==> src/hdl/mgc_pkg.sv <==
// constants, field layouts, codes and carriers of the gateway setup checker
// assumes one 25 mhz clock and 16-bit backplane words, one word per transfer
// Contract
// - write block id 9000 starts setup check
// - reply block: -2, 9000, three error words
// - module bits 0-3 check write area
// - module bits 4-7 check read area
// - database of 5000 words bounds areas
// - port bit 0: type not master/slave
// - port bits 1-3: float settings invalid
// - port bits 4-8: serial settings invalid
// - port bits 9-11: id, offsets, command count
// - accepted protocol, baud, parity, bits, stops
// - rts and response delays any 16-bit value
// - report modbus exceptions 1 to 6
// - report -1, -2 and -11 link faults
// - report 253, 254, 255 response faults
// - report -41 to -46 command entry faults
// - slave port serves eight function codes
// - pass-through forwards writes to controller
// - hundred commands, failing slaves polled less
// - master status holds current and failed index
package mgc_pkg;
   localparam logic [15:0] CFG_BLK_ID  = 16'h2328;
   localparam logic [15:0] RSP_BLK_ID  = 16'hfffe;
   localparam logic [15:0] DB_WORDS    = 16'h1388;
   localparam logic [15:0] DB_LAST     = 16'h1387;
   localparam logic [15:0] ERR_RESET   = 16'h0000;
   localparam logic [5:0]  BLK_LAST    = 6'h3f;
   // setup and reply block word offsets
   localparam logic [5:0] OFS_ID = 6'h00, OFS_WR_STRT = 6'h01, OFS_WR_CNT = 6'h02;
   localparam logic [5:0] OFS_RD_STRT = 6'h03, OFS_RD_CNT = 6'h04, OFS_PORT1 = 6'h07;
   localparam logic [5:0] OFS_PORT2 = 6'h20, RB_ID = 6'h00, RB_ECHO = 6'h01;
   localparam logic [5:0] RB_MOD_ERR = 6'h02, RB_P1_ERR = 6'h03, RB_P2_ERR = 6'h04;
   // module error word: write area at bit 0, read area at bit 4
   localparam int          ME_WR_POS   = 0;
   localparam int          ME_RD_POS   = 4;
   // port error word bit positions
   localparam int PE_TYPE = 0, PE_FFLAG = 1, PE_FSTART = 2, PE_FOFF = 3;
   localparam int PE_PROTO = 4, PE_BAUD = 5, PE_PARITY = 6, PE_DBITS = 7;
   localparam int PE_SBITS = 8, PE_SLAVE = 9, PE_OFFS = 10, PE_CMDCNT = 11;
   // limits of settings
   localparam logic [15:0] PT_MASTER = 16'h0000, PT_SLAVE = 16'h0001, PROTO_MAX = 16'h0001;
   localparam logic [15:0] PARITY_MAX = 16'h0002, DBITS_MIN = 16'h0005, DBITS_MAX = 16'h0008;
   localparam logic [15:0] SBITS_MIN = 16'h0001, SBITS_MAX = 16'h0002, NODE_MAX = 16'h00ff;
   localparam logic [15:0] MAX_CMDS = 16'h0064, ENABLE_MAX = 16'h0002, SWAP_MAX = 16'h0003;
   localparam logic [1:0]  SLOW_PASSES = 2'h3;
   // baud codes; 115200 does not fit a word and is written as 1152
   localparam logic [11:0][15:0] BAUD_CODES = {
      16'h006e, 16'h0096, 16'h012c, 16'h0258, 16'h04b0, 16'h0960,
      16'h12c0, 16'h2580, 16'h4b00, 16'h9600, 16'he100, 16'h0480};
   // codes reported
   localparam logic [15:0] EC_NONE = 16'h0000, EC_ILL_FUNC = 16'h0001, EC_ILL_ADDR = 16'h0002;
   localparam logic [15:0] EC_ILL_VAL = 16'h0003, EC_DEV_FAIL = 16'h0004, EC_ACK = 16'h0005;
   localparam logic [15:0] EC_BUSY = 16'h0006, EC_NO_CTS = 16'hffff, EC_TX_TMO = 16'hfffe;
   localparam logic [15:0] EC_RSP_TMO = 16'hfff5, EC_BAD_ADDR = 16'h00fd, EC_BAD_FUNC = 16'h00fe;
   localparam logic [15:0] EC_BAD_CRC = 16'h00ff, EC_CMD_EN = 16'hffd7, EC_CMD_IADR = 16'hffd6;
   localparam logic [15:0] EC_CMD_NODE = 16'hffd5, EC_CMD_CNT = 16'hffd4, EC_CMD_FUNC = 16'hffd3;
   localparam logic [15:0] EC_CMD_SWAP = 16'hffd2;

   typedef enum logic [1:0] {ST_COLLECT, ST_CHECK, ST_SEND} mgc_blk_e;

   typedef struct packed {
      logic [15:0] ptype;
      logic [15:0] fflag;
      logic [15:0] fstart;
      logic [15:0] foff;
      logic [15:0] proto;
      logic [15:0] baud;
      logic [15:0] parity;
      logic [15:0] dbits;
      logic [15:0] sbits;
      logic [15:0] slave_id;
      logic [15:0] bin_off;
      logic [15:0] win_off;
      logic [15:0] bout_off;
      logic [15:0] hold_off;
      logic [15:0] cmd_cnt;
   } mgc_port_cfg_s;

   typedef struct packed {
      logic        cts_missing;
      logic        tx_timeout;
      logic        rsp_timeout;
      logic [7:0]  exc;
      logic [7:0]  got_addr;
      logic [7:0]  got_func;
      logic        crc_ok;
   } mgc_rsp_s;

   typedef struct packed {
      logic [15:0] enable;
      logic [15:0] int_addr;
      logic [15:0] count;
      logic [15:0] swap;
      logic [15:0] node;
      logic [15:0] func;
   } mgc_cmd_s;
endpackage

==> src/hdl/mgc_gateway_check.sv <==
// setup block intake, validation, reply block and per-port error bookkeeping
// assumes the backplane side hands one 16-bit word per cycle with its index
`timescale 1ns/1ps
module mgc_gateway_check (
   // clock and reset
   input  wire logic                     mclk,
   input  wire logic                     reset_n,
   // write block from controller
   input  wire logic                     bw_valid,
   input  wire logic [5:0]               bw_index,
   input  wire logic [15:0]              bw_word,
   input  wire logic                     bw_last,
   output logic                          bw_ready,
   // reply block to controller
   output logic                          br_valid,
   output logic [5:0]                    br_index,
   output logic [15:0]                   br_word,
   input  wire logic                     br_ready,
   // master side events per port
   input  wire logic [1:0]               evt_valid,
   input  wire mgc_pkg::mgc_rsp_s [1:0]  rsp_in,
   input  wire logic [1:0]               cmd_chk,
   input  wire mgc_pkg::mgc_cmd_s [1:0]  cmd_in,
   input  wire logic [1:0][7:0]          exp_addr,
   input  wire logic [1:0][7:0]          exp_func,
   input  wire logic [1:0]               cmd_adv,
   output logic [1:0][6:0]               cmd_idx,
   output logic [1:0]                    cmd_due,
   // slave side requests per port
   input  wire logic [1:0]               req_valid,
   input  wire logic [1:0][7:0]          req_func,
   input  wire logic [1:0]               pass_thru_en,
   output logic [1:0]                    slv_rsp_valid,
   output logic [1:0][15:0]              slv_exc,
   output logic [1:0]                    slv_fwd,
   // status per port
   output logic [1:0][15:0]              cur_err,
   output logic [1:0][15:0]              last_err,
   output logic [1:0]                    port_is_slave
);
   mgc_pkg::mgc_blk_e      state_q;
   logic [15:0]            cfg_q [64];
   logic [15:0]            mod_err_q;
   logic [1:0][15:0]       port_err_q;
   logic [1:0][15:0]       perr;
   logic [1:0][15:0]       ecode;
   logic [5:0]             rd_idx_q;
   logic [15:0]            br_word_q;
   logic [15:0]            id_now;
   logic [7:0]             mod_err_d;
   logic [1:0][15:0]       act_type_q;
   logic [1:0][6:0]        act_cnt_q;
   logic [1:0][6:0]        idx_q;
   logic [1:0][1:0]        pass_q;
   logic [1:0][99:0]       fail_q;
   logic [1:0][15:0]       cur_q;
   logic [1:0][15:0]       last_q;
   logic [1:0][15:0]       exc_q;
   logic [1:0]             fwd_q;
   logic [1:0]             srv_q;

   // four area checks: start beyond, start negative, count negative, end beyond
   function automatic logic [3:0] area_err(input logic [15:0] start,
                                           input logic [15:0] count);
      logic signed [17:0] s;
      logic signed [17:0] c;
      logic signed [17:0] db;
      s = 18'($signed(start));
      c = 18'($signed(count));
      db = 18'($signed({2'b00, mgc_pkg::DB_WORDS}));
      area_err[0] = s > db;
      area_err[1] = s < 0;
      area_err[2] = c < 0;
      area_err[3] = (s + c) > db;
   endfunction

   function automatic mgc_pkg::mgc_port_cfg_s port_cfg(input logic [5:0] base);
      logic [5:0] b;
      b = base;
      port_cfg.ptype    = cfg_q[b + 6'd1];
      port_cfg.fflag    = cfg_q[b + 6'd2];
      port_cfg.fstart   = cfg_q[b + 6'd3];
      port_cfg.foff     = cfg_q[b + 6'd4];
      port_cfg.proto    = cfg_q[b + 6'd5];
      port_cfg.baud     = cfg_q[b + 6'd6];
      port_cfg.parity   = cfg_q[b + 6'd7];
      port_cfg.dbits    = cfg_q[b + 6'd8];
      port_cfg.sbits    = cfg_q[b + 6'd9];
      port_cfg.slave_id = cfg_q[b + 6'd13];
      port_cfg.bin_off  = cfg_q[b + 6'd14];
      port_cfg.win_off  = cfg_q[b + 6'd15];
      port_cfg.bout_off = cfg_q[b + 6'd16];
      port_cfg.hold_off = cfg_q[b + 6'd17];
      port_cfg.cmd_cnt  = cfg_q[b + 6'd18];
   endfunction

   function automatic logic [15:0] reply_word(input logic [5:0] idx);
      case (idx)
         mgc_pkg::RB_ID:      reply_word = mgc_pkg::RSP_BLK_ID;
         mgc_pkg::RB_ECHO:    reply_word = mgc_pkg::CFG_BLK_ID;
         mgc_pkg::RB_MOD_ERR: reply_word = mod_err_q;
         mgc_pkg::RB_P1_ERR:  reply_word = port_err_q[0];
         mgc_pkg::RB_P2_ERR:  reply_word = port_err_q[1];
         default:             reply_word = 16'h0000;
      endcase
   endfunction

   // a block whose id word came last still has its id judged
   assign id_now = (bw_index == mgc_pkg::OFS_ID) ? bw_word : cfg_q[mgc_pkg::OFS_ID];
   assign mod_err_d[3:0] = area_err(cfg_q[mgc_pkg::OFS_WR_STRT],
                                    cfg_q[mgc_pkg::OFS_WR_CNT]);
   assign mod_err_d[7:4] = area_err(cfg_q[mgc_pkg::OFS_RD_STRT],
                                    cfg_q[mgc_pkg::OFS_RD_CNT]);

   assign bw_ready = (state_q == mgc_pkg::ST_COLLECT);
   assign br_valid = (state_q == mgc_pkg::ST_SEND);
   assign br_index = rd_idx_q;
   assign br_word  = br_word_q;

   // block sequencing; writes are refused while a check or reply is under way
   always_ff @(posedge mclk)
   begin
      if (!reset_n)
      begin
         state_q <= mgc_pkg::ST_COLLECT;
         rd_idx_q <= 6'h00;
         br_word_q <= 16'h0000;
      end
      else
      begin
         case (state_q)
            mgc_pkg::ST_COLLECT:
            begin
               if (bw_valid && bw_last && (id_now == mgc_pkg::CFG_BLK_ID))
                  state_q <= mgc_pkg::ST_CHECK;
            end
            mgc_pkg::ST_CHECK:
            begin
               state_q <= mgc_pkg::ST_SEND;
               rd_idx_q <= 6'h00;
               br_word_q <= reply_word(mgc_pkg::RB_ID);
            end
            mgc_pkg::ST_SEND:
            begin
               if (br_ready)
               begin
                  if (rd_idx_q == mgc_pkg::BLK_LAST)
                     state_q <= mgc_pkg::ST_COLLECT;
                  else
                  begin
                     rd_idx_q <= rd_idx_q + 6'd1;
                     br_word_q <= reply_word(rd_idx_q + 6'd1);
                  end
               end
            end
            default:
               state_q <= mgc_pkg::ST_COLLECT;
         endcase
      end
   end

   // setup word store
   always_ff @(posedge mclk)
   begin
      if (!reset_n)
      begin
         for (int i = 0; i < 64; i++)
            cfg_q[i] <= 16'h0000;
      end
      else if (bw_valid && bw_ready)
         cfg_q[bw_index] <= bw_word;
      else if (state_q == mgc_pkg::ST_SEND)
         cfg_q[mgc_pkg::OFS_ID] <= 16'h0000;
   end

   // error words are rebuilt whole, so no stale bit survives a new check
   always_ff @(posedge mclk)
   begin
      if (!reset_n)
      begin
         mod_err_q <= mgc_pkg::ERR_RESET;
         port_err_q <= {2{mgc_pkg::ERR_RESET}};
      end
      else if (state_q == mgc_pkg::ST_CHECK)
      begin
         mod_err_q <= {8'h00, mod_err_d};
         port_err_q <= perr;
      end
   end

   genvar p;
   generate
      for (p = 0; p < 2; p++)
      begin : g_port
         localparam logic [5:0] BASE = (p == 0) ? mgc_pkg::OFS_PORT1 : mgc_pkg::OFS_PORT2;
         logic [6:0] nxt;
         logic       wrap;

         mgc_port_check u_check (
            .cfg (port_cfg(BASE)),
            .err (perr[p])
         );

         mgc_event_code u_code (
            .rsp      (rsp_in[p]),
            .cmd      (cmd_in[p]),
            .cmd_chk  (cmd_chk[p]),
            .exp_addr (exp_addr[p]),
            .exp_func (exp_func[p]),
            .code     (ecode[p])
         );

         // the checked settings become active even when flagged
         always_ff @(posedge mclk)
         begin
            if (!reset_n)
            begin
               act_type_q[p] <= mgc_pkg::PT_MASTER;
               act_cnt_q[p] <= 7'h00;
            end
            else if (state_q == mgc_pkg::ST_CHECK)
            begin
               act_type_q[p] <= port_cfg(BASE).ptype;
               if (port_cfg(BASE).cmd_cnt > mgc_pkg::MAX_CMDS)
                  act_cnt_q[p] <= mgc_pkg::MAX_CMDS[6:0];
               else
                  act_cnt_q[p] <= port_cfg(BASE).cmd_cnt[6:0];
            end
         end

         assign wrap = (act_cnt_q[p] == 7'h00) || (idx_q[p] + 7'd1 >= act_cnt_q[p]);
         assign nxt  = wrap ? 7'h00 : idx_q[p] + 7'd1;

         // round-robin over the list; failing entries wait for the slow pass
         always_ff @(posedge mclk)
         begin
            if (!reset_n)
            begin
               idx_q[p] <= 7'h00;
               pass_q[p] <= 2'h0;
            end
            else if (state_q == mgc_pkg::ST_CHECK)
            begin
               idx_q[p] <= 7'h00;
               pass_q[p] <= 2'h0;
            end
            else if (cmd_adv[p])
            begin
               idx_q[p] <= nxt;
               if (wrap)
                  pass_q[p] <= (pass_q[p] == mgc_pkg::SLOW_PASSES) ? 2'h0 : pass_q[p] + 2'h1;
            end
         end

         always_ff @(posedge mclk)
         begin
            if (!reset_n)
               fail_q[p] <= 100'h0;
            else if (state_q == mgc_pkg::ST_CHECK)
               fail_q[p] <= 100'h0;
            else if (evt_valid[p] && (act_type_q[p] == mgc_pkg::PT_MASTER))
               fail_q[p][idx_q[p]] <= (ecode[p] != mgc_pkg::EC_NONE);
         end

         assign cmd_idx[p] = idx_q[p];
         assign cmd_due[p] = !fail_q[p][idx_q[p]] || (pass_q[p] == 2'h0);

         // status words: index for a master, code for a slave
         always_ff @(posedge mclk)
         begin
            if (!reset_n)
            begin
               cur_q[p] <= mgc_pkg::ERR_RESET;
               last_q[p] <= mgc_pkg::ERR_RESET;
            end
            else if (act_type_q[p] == mgc_pkg::PT_MASTER)
            begin
               cur_q[p] <= {9'h000, idx_q[p]};
               if (evt_valid[p] && (ecode[p] != mgc_pkg::EC_NONE))
                  last_q[p] <= {9'h000, idx_q[p]};
            end
            else if (evt_valid[p])
            begin
               cur_q[p] <= ecode[p];
               if (ecode[p] != mgc_pkg::EC_NONE)
                  last_q[p] <= ecode[p];
            end
            else if (srv_q[p])
            begin
               cur_q[p] <= exc_q[p];
               if (exc_q[p] != mgc_pkg::EC_NONE)
                  last_q[p] <= exc_q[p];
            end
         end

         // slave service: unknown functions answer illegal function
         always_ff @(posedge mclk)
         begin
            if (!reset_n)
            begin
               srv_q[p] <= 1'b0;
               exc_q[p] <= mgc_pkg::EC_NONE;
               fwd_q[p] <= 1'b0;
            end
            else
            begin
               srv_q[p] <= req_valid[p] && (act_type_q[p] == mgc_pkg::PT_SLAVE);
               fwd_q[p] <= req_valid[p] && (act_type_q[p] == mgc_pkg::PT_SLAVE)
                           && pass_thru_en[p]
                           && (req_func[p] inside {8'h05, 8'h06, 8'h0f, 8'h10});
               if (req_valid[p])
                  exc_q[p] <= (req_func[p] inside {8'h01, 8'h02, 8'h03, 8'h04, 8'h05,
                               8'h06, 8'h0f, 8'h10}) ? mgc_pkg::EC_NONE
                                                     : mgc_pkg::EC_ILL_FUNC;
            end
         end

         assign slv_rsp_valid[p] = srv_q[p];
         assign slv_exc[p]       = exc_q[p];
         assign slv_fwd[p]       = fwd_q[p];
         assign cur_err[p]       = cur_q[p];
         assign last_err[p]      = last_q[p];
         assign port_is_slave[p] = (act_type_q[p] == mgc_pkg::PT_SLAVE);
      end
   endgenerate
endmodule

==> src/hdl/mgc_port_check.sv <==
// setup checker for one serial port: settings in, error bitmap out
// assumes the caller registers the result; purely combinational
`timescale 1ns/1ps
module mgc_port_check (
   // settings
   input  mgc_pkg::mgc_port_cfg_s cfg,
   // result
   output logic [15:0]            err
);
   logic baud_ok;

   function automatic logic in_db(input logic [15:0] v);
      in_db = !v[15] && (v < mgc_pkg::DB_WORDS);
   endfunction

   always_comb
   begin
      baud_ok = 1'b0;
      for (int i = 0; i < 12; i++)
         if (cfg.baud == mgc_pkg::BAUD_CODES[i])
            baud_ok = 1'b1;
   end

   // delay words are full 16-bit ranges, nothing to flag
   always_comb
   begin
      err = mgc_pkg::ERR_RESET;
      err[mgc_pkg::PE_TYPE]   = cfg.ptype > mgc_pkg::PT_SLAVE;
      err[mgc_pkg::PE_FFLAG]  = cfg.fflag > 16'h0001;
      err[mgc_pkg::PE_FSTART] = !in_db(cfg.fstart);
      err[mgc_pkg::PE_FOFF]   = !in_db(cfg.foff);
      err[mgc_pkg::PE_PROTO]  = cfg.proto > mgc_pkg::PROTO_MAX;
      err[mgc_pkg::PE_BAUD]   = !baud_ok;
      err[mgc_pkg::PE_PARITY] = cfg.parity > mgc_pkg::PARITY_MAX;
      err[mgc_pkg::PE_DBITS]  = (cfg.dbits < mgc_pkg::DBITS_MIN)
                                || (cfg.dbits > mgc_pkg::DBITS_MAX);
      err[mgc_pkg::PE_SBITS]  = (cfg.sbits < mgc_pkg::SBITS_MIN)
                                || (cfg.sbits > mgc_pkg::SBITS_MAX);
      err[mgc_pkg::PE_SLAVE]  = cfg.slave_id > mgc_pkg::NODE_MAX;
      err[mgc_pkg::PE_OFFS]   = !(in_db(cfg.bin_off) && in_db(cfg.win_off)
                                && in_db(cfg.bout_off) && in_db(cfg.hold_off));
      err[mgc_pkg::PE_CMDCNT] = cfg.cmd_cnt > mgc_pkg::MAX_CMDS;
   end
endmodule

==> src/hdl/mgc_event_code.sv <==
// turns one port event (link fault, response check or command entry) into a code
// assumes at most one kind of event is being judged per strobe
`timescale 1ns/1ps
module mgc_event_code (
   // event
   input  mgc_pkg::mgc_rsp_s rsp,
   input  mgc_pkg::mgc_cmd_s cmd,
   input  logic              cmd_chk,
   // expected response header
   input  logic [7:0]        exp_addr,
   input  logic [7:0]        exp_func,
   // result
   output logic [15:0]       code
);
   logic func_ok;

   assign func_ok = (cmd.func inside {16'h0001, 16'h0002, 16'h0003, 16'h0004,
                                      16'h0005, 16'h0006, 16'h000f, 16'h0010});

   always_comb
   begin
      code = mgc_pkg::EC_NONE;
      if (cmd_chk)
      begin
         // first fault wins, in code order: enable, address, node, count, function, swap
         if (cmd.enable > mgc_pkg::ENABLE_MAX)
            code = mgc_pkg::EC_CMD_EN;
         else if (cmd.int_addr > mgc_pkg::DB_LAST)
            code = mgc_pkg::EC_CMD_IADR;
         else if (cmd.node > mgc_pkg::NODE_MAX)
            code = mgc_pkg::EC_CMD_NODE;
         else if (cmd.count == 16'h0000)
            code = mgc_pkg::EC_CMD_CNT;
         else if (!func_ok)
            code = mgc_pkg::EC_CMD_FUNC;
         else if (cmd.swap > mgc_pkg::SWAP_MAX)
            code = mgc_pkg::EC_CMD_SWAP;
      end
      else if (rsp.cts_missing)
         code = mgc_pkg::EC_NO_CTS;
      else if (rsp.tx_timeout)
         code = mgc_pkg::EC_TX_TMO;
      else if (rsp.rsp_timeout)
         code = mgc_pkg::EC_RSP_TMO;
      // a bad checksum makes the header untrustworthy, so it goes first
      else if (!rsp.crc_ok)
         code = mgc_pkg::EC_BAD_CRC;
      else if (rsp.got_addr != exp_addr)
         code = mgc_pkg::EC_BAD_ADDR;
      else if (rsp.got_func[6:0] != exp_func[6:0])
         code = mgc_pkg::EC_BAD_FUNC;
      else if (rsp.got_func[7] && (rsp.exc != 8'h00) && (rsp.exc < 8'h07))
         code = {8'h00, rsp.exc};
   end
endmodule

==> config.mk <==
export PLATFORM = sky130hd
export DESIGN_NAME = mgc_gateway_check
export DESIGN_NICKNAME = d
export VERILOG_FILES = /design/src/hdl/mgc_pkg.sv /design/src/hdl/mgc_gateway_check.sv /design/src/hdl/mgc_port_check.sv /design/src/hdl/mgc_event_code.sv
export SDC_FILE = /design/constraint.sdc
export NUM_CORES = 2
export LEC_CHECK = 0
export ABC_AREA = 1
export BUFFER_PORTS_ARGS = -buffer_cell sky130_fd_sc_hd__buf_2
export CORE_MARGIN = 10
export CORE_UTILIZATION = 35
export CTS_BUF_LIST = sky130_fd_sc_hd__clkbuf_8
export DETAILED_ROUTE_END_ITERATION = 8
export GPL_TIMING_DRIVEN = 0
export PLACE_DENSITY = 0.64
export SETUP_SLACK_MARGIN = 0.2
export SYNTH_ARGS = -nofsm -noshare
export SYNTH_HDL_FRONTEND = slang
export SYNTH_SLANG_ARGS = --single-unit
==> constraint.sdc <==
create_clock -name mclk -period 2.6 [get_ports mclk]
set_clock_uncertainty 0.05 [all_clocks]
set_input_delay 0.13 -clock mclk [delete_from_list [all_inputs] [get_ports mclk]]
set_output_delay 0.13 -clock mclk [all_outputs]
set_load 0.03 [all_outputs]
==> impl_metrics.toml <==
[place]
port_buffers = 410
dpl_cell_area_um2 = 44300
hpwl_mm = 95.4
gp_congestion = 0.931

[worst_setup_path]
crit_arrival_ns = 3.04
worstPathRequired_ns = 2.42
worstSetupStartpoint = "cmd_idx[9]"
start_kind = "flip-flop"
critical_path_class = "reg -> out"
r2r_cells = 18
reg2reg_from = "cmd_idx[0]"
r2r_end = "cmd_idx[6]"
critPathCaptureType = "output port"
crit_end = "cmd_due[1]"
reg2reg_slack_ns = -0.23
cp_max_fo = 5

[routing]
highest_layer = "met5"
first_iter_violations = 3530
routedWlPerCell_um = 19.3
drtPass1Iterations = 9
routed_wl_mm = 136
vias_per_cell = 5.07
wl_met2_mm = 64.1
route.vias.total = 35700
wl_met1_mm = 55.7
wl_met3_mm = 12.5
ant_nets = 0
drc = 5

[finish]
regArea_um2 = 22400
mostFrequentLayoutCells = "nor2_1 (926), inv_1 (586), nand2_1 (570), edfxtp_1 (504), buf_2 (421)"
final_core_util = 0.440
multiInputGateArea_um2 = 15700
layout-drive-gt1-share = 0.204
nFillCells = 11000
finalNetCount = 5805
final_common_cell = "nor2_1"
post-route-cell-area_um2 = 50200
area_growth_pct = 24.8

[die]
die_y_um = 359
die_area_um2 = 129000
die_x_um = 359
num_io_pins = 475
core_area_um2 = 114000
num_rows = 124
start_util = 0.352

[power_and_ir_drop]
ir_worst_vdd_mv = 0.385
clockPowerShare = 0.408
total_power_mw = 28.5
p_sw_mw = 7.20
comb_power_share = 0.071
power_density_nw_per_um2 = 568
p_int_mw = 21.3
switching_share = 0.252
pwr-share-seq = 0.521
power.leakage_nw = 21.5

[sta]
fin_tns_setup_ns = -3.21
max_slew.worst_pin.slew_ns = 1.40
slew_viol_final = 0
max_freq_mhz = 310
rsz0062_at_grt = "true"
setup_violations = 20
finalCriticalPeriod_ns = 3.22
finalHoldViolCount = 0
period_share = 1.24
slew_headroom = 0.0608
setup_ws_ns = -0.621

[global_route]
grt.total_usage = 0.198
grt_pass1_wl_mm = 200
overflow = 0
grt_max_degree = 17
antenna_found_initial = 9
grt_pass1_vias = 33500

[yosys]
ys.flop_type = "edfxtp_1"
postSynth.asyncResetShare = 0
synth_edf_count = 504
synthCells = 4662
syn_avg_cell_area_um2 = 8.63
ys_types = 65
yosys_register_bits = 864
ys_seq_area_frac = 0.555
synth_warnings = 0
syn-cell-area_um2 = 40200

[status]
violations = "DRC, setup timing"
status = "finished with violations"

[clocking]
cts_max_level = 4
clockBufferDepth = 3
clkLatencyLatePin_ns = 0.83
cts_tree = "built"
cts-root-buf = "clkbuf_8"
cts_buffers = 144
clock-sinks = 864
clk_pin_slew_worst_paths_ns = 0.06

[worst_hold_path]
worstHoldPathType = "in -> reg"

[flow_run]
drv_cap = 0
## per-layer routing
metal  track usage  vias up
met3        0.0435      257
met1         0.256    16800
li1              -    17100
met5             0        -
met2         0.327     1563
met4        0.0643        6
## power by group through the flow
| stage | sequential [mW] | combinational (mW) | clock (mW) |
|---|---|---|---|
| 6_report | 14.9 | 2.02 | 11.6 |
| 5_1_grt | 14.9 | 2.18 | 12.4 |
| 4_1_cts | 14.9 | 1.94 | 11.8 |
| 3_5_place_dp | 15.2 | 1.79 | 0 |
| 3_3_place_gp | 15.1 | 1.78 | 0 |
| 2_1_floorplan | 15.1 | 0.977 | 0 |
## synth_stat cells (35+ instances only)
cell | number | area, um2
buf_2 | 37 | 185
nor3_1 | 57 | 285
nand2_1 | 640 | 2400
edfxtp_1 | 504 | 15100
dfxtp_1 | 360 | 7210
inv_1 | 540 | 2030
a21oi_1 | 300 | 1500
o21ai_0 | 209 | 1050
ha_1 | 57 | 713
nand4_1 | 53 | 332
nand3_1 | 216 | 1080
xor2_1 | 35 | 307
o21ai_1 | 107 | 536
nor4_1 | 84 | 526
nor2_1 | 939 | 3520
clkbuf_1 | 132 | 495
buf_4 | 71 | 533
o22ai_1 | 55 | 344
## state kept, by name, summed over array words and instances, names as in the netlist, 4 cells and up
| signal | flops |
|---|---|
| cur_err | 18 |
| act_cnt_q | 14 |
| cfg_q | 504 |
| pass_q | 4 |
| br_word | 14 |
| mod_err_q | 8 |
| act_type_q | 32 |
| cmd_idx | 14 |
| fail_q | 200 |
| port_err_q | 24 |
| last_err | 18 |
| br_index | 6 |
## cell families (layout without fill, tap and decap cells)
logic type               Yosys count  count (layout)  share of synthesized area
AND/OR/NAND/NOR                 2052            2053                      0.215
flip-flops                       864             864                      0.555
buffers and inverters            826            1667                     0.0867
AO/OA/AOI/OAI                    812             812                      0.113
adder cells (fa/ha/maj)           59              59                     0.0187
XOR/XNOR                          48              48                     0.0109
other                              1              33                  0.0000932
## critical path, cell delays in order (launching register included)
cell and delay (ns):
dfxtp_4 0.35, buf_8 0.12, clkinvlp_4 0.22, nand3_4 0.18, clkinvlp_4 0.19, buf_4 0.19, a22oi_1 0.18, a21oi_1 0.11
nor2_1 0.12, nor2_1 0.05, nor2_1 0.15, nand2_1 0.09, nand2_2 0.10, buf_6 0.14
## how the worst min path moves through the flow
stage               slack [ns]      endpoint  depth (start not counted)          from
floorplan                 0.17    slv_exc[0]                          1  req_valid[0]
global placement          0.29   slv_exc[16]                          2  req_valid[1]
detailed placement        0.29   slv_exc[16]                          2  req_valid[1]
CTS                     0.0006   cur_err[17]                          8    rsp_in[28]
global route              0.09    cur_err[0]                          8    cmd_in[76]
finish                    0.04  last_err[23]                          9    rsp_in[28]
## layout make-up
class	count	area share
flip-flops and latches	864	0.446
multi-input cells	3002	0.313
repair buffers	575	0.0706
clock buffers	164	0.0450
inverters	565	0.0431
well taps	1512	0.0377
plain buffers	261	0.0346
clock inverters	102	0.0104
diodes	3	0.000150
## metrics by stage
stage	setup slack, ns	instances	hold slack, ns
after floorplan	0.0908	4691	0.174
after global placement	-0.913	6613	0.291
after detailed placement	-0.947	6613	0.291
after CTS	-0.599	6988	0.000612
after global routing	-0.747	7048	0.0865
final	-0.621	7048	0.0390
## what timing repair did
item | 4_1_cts | 5_1_grt
hold buffers | 66 | 0
endpoints found under the hold margin | 266 | 0
cloned | 1 | 1
endpoints found under the setup margin | 1219 | 738
gates resized for setup | 222 | 257
pin swaps | 15 | 68
buffers inserted | 42 | 56
Note: power is estimated with default switching activity, not from simulation.
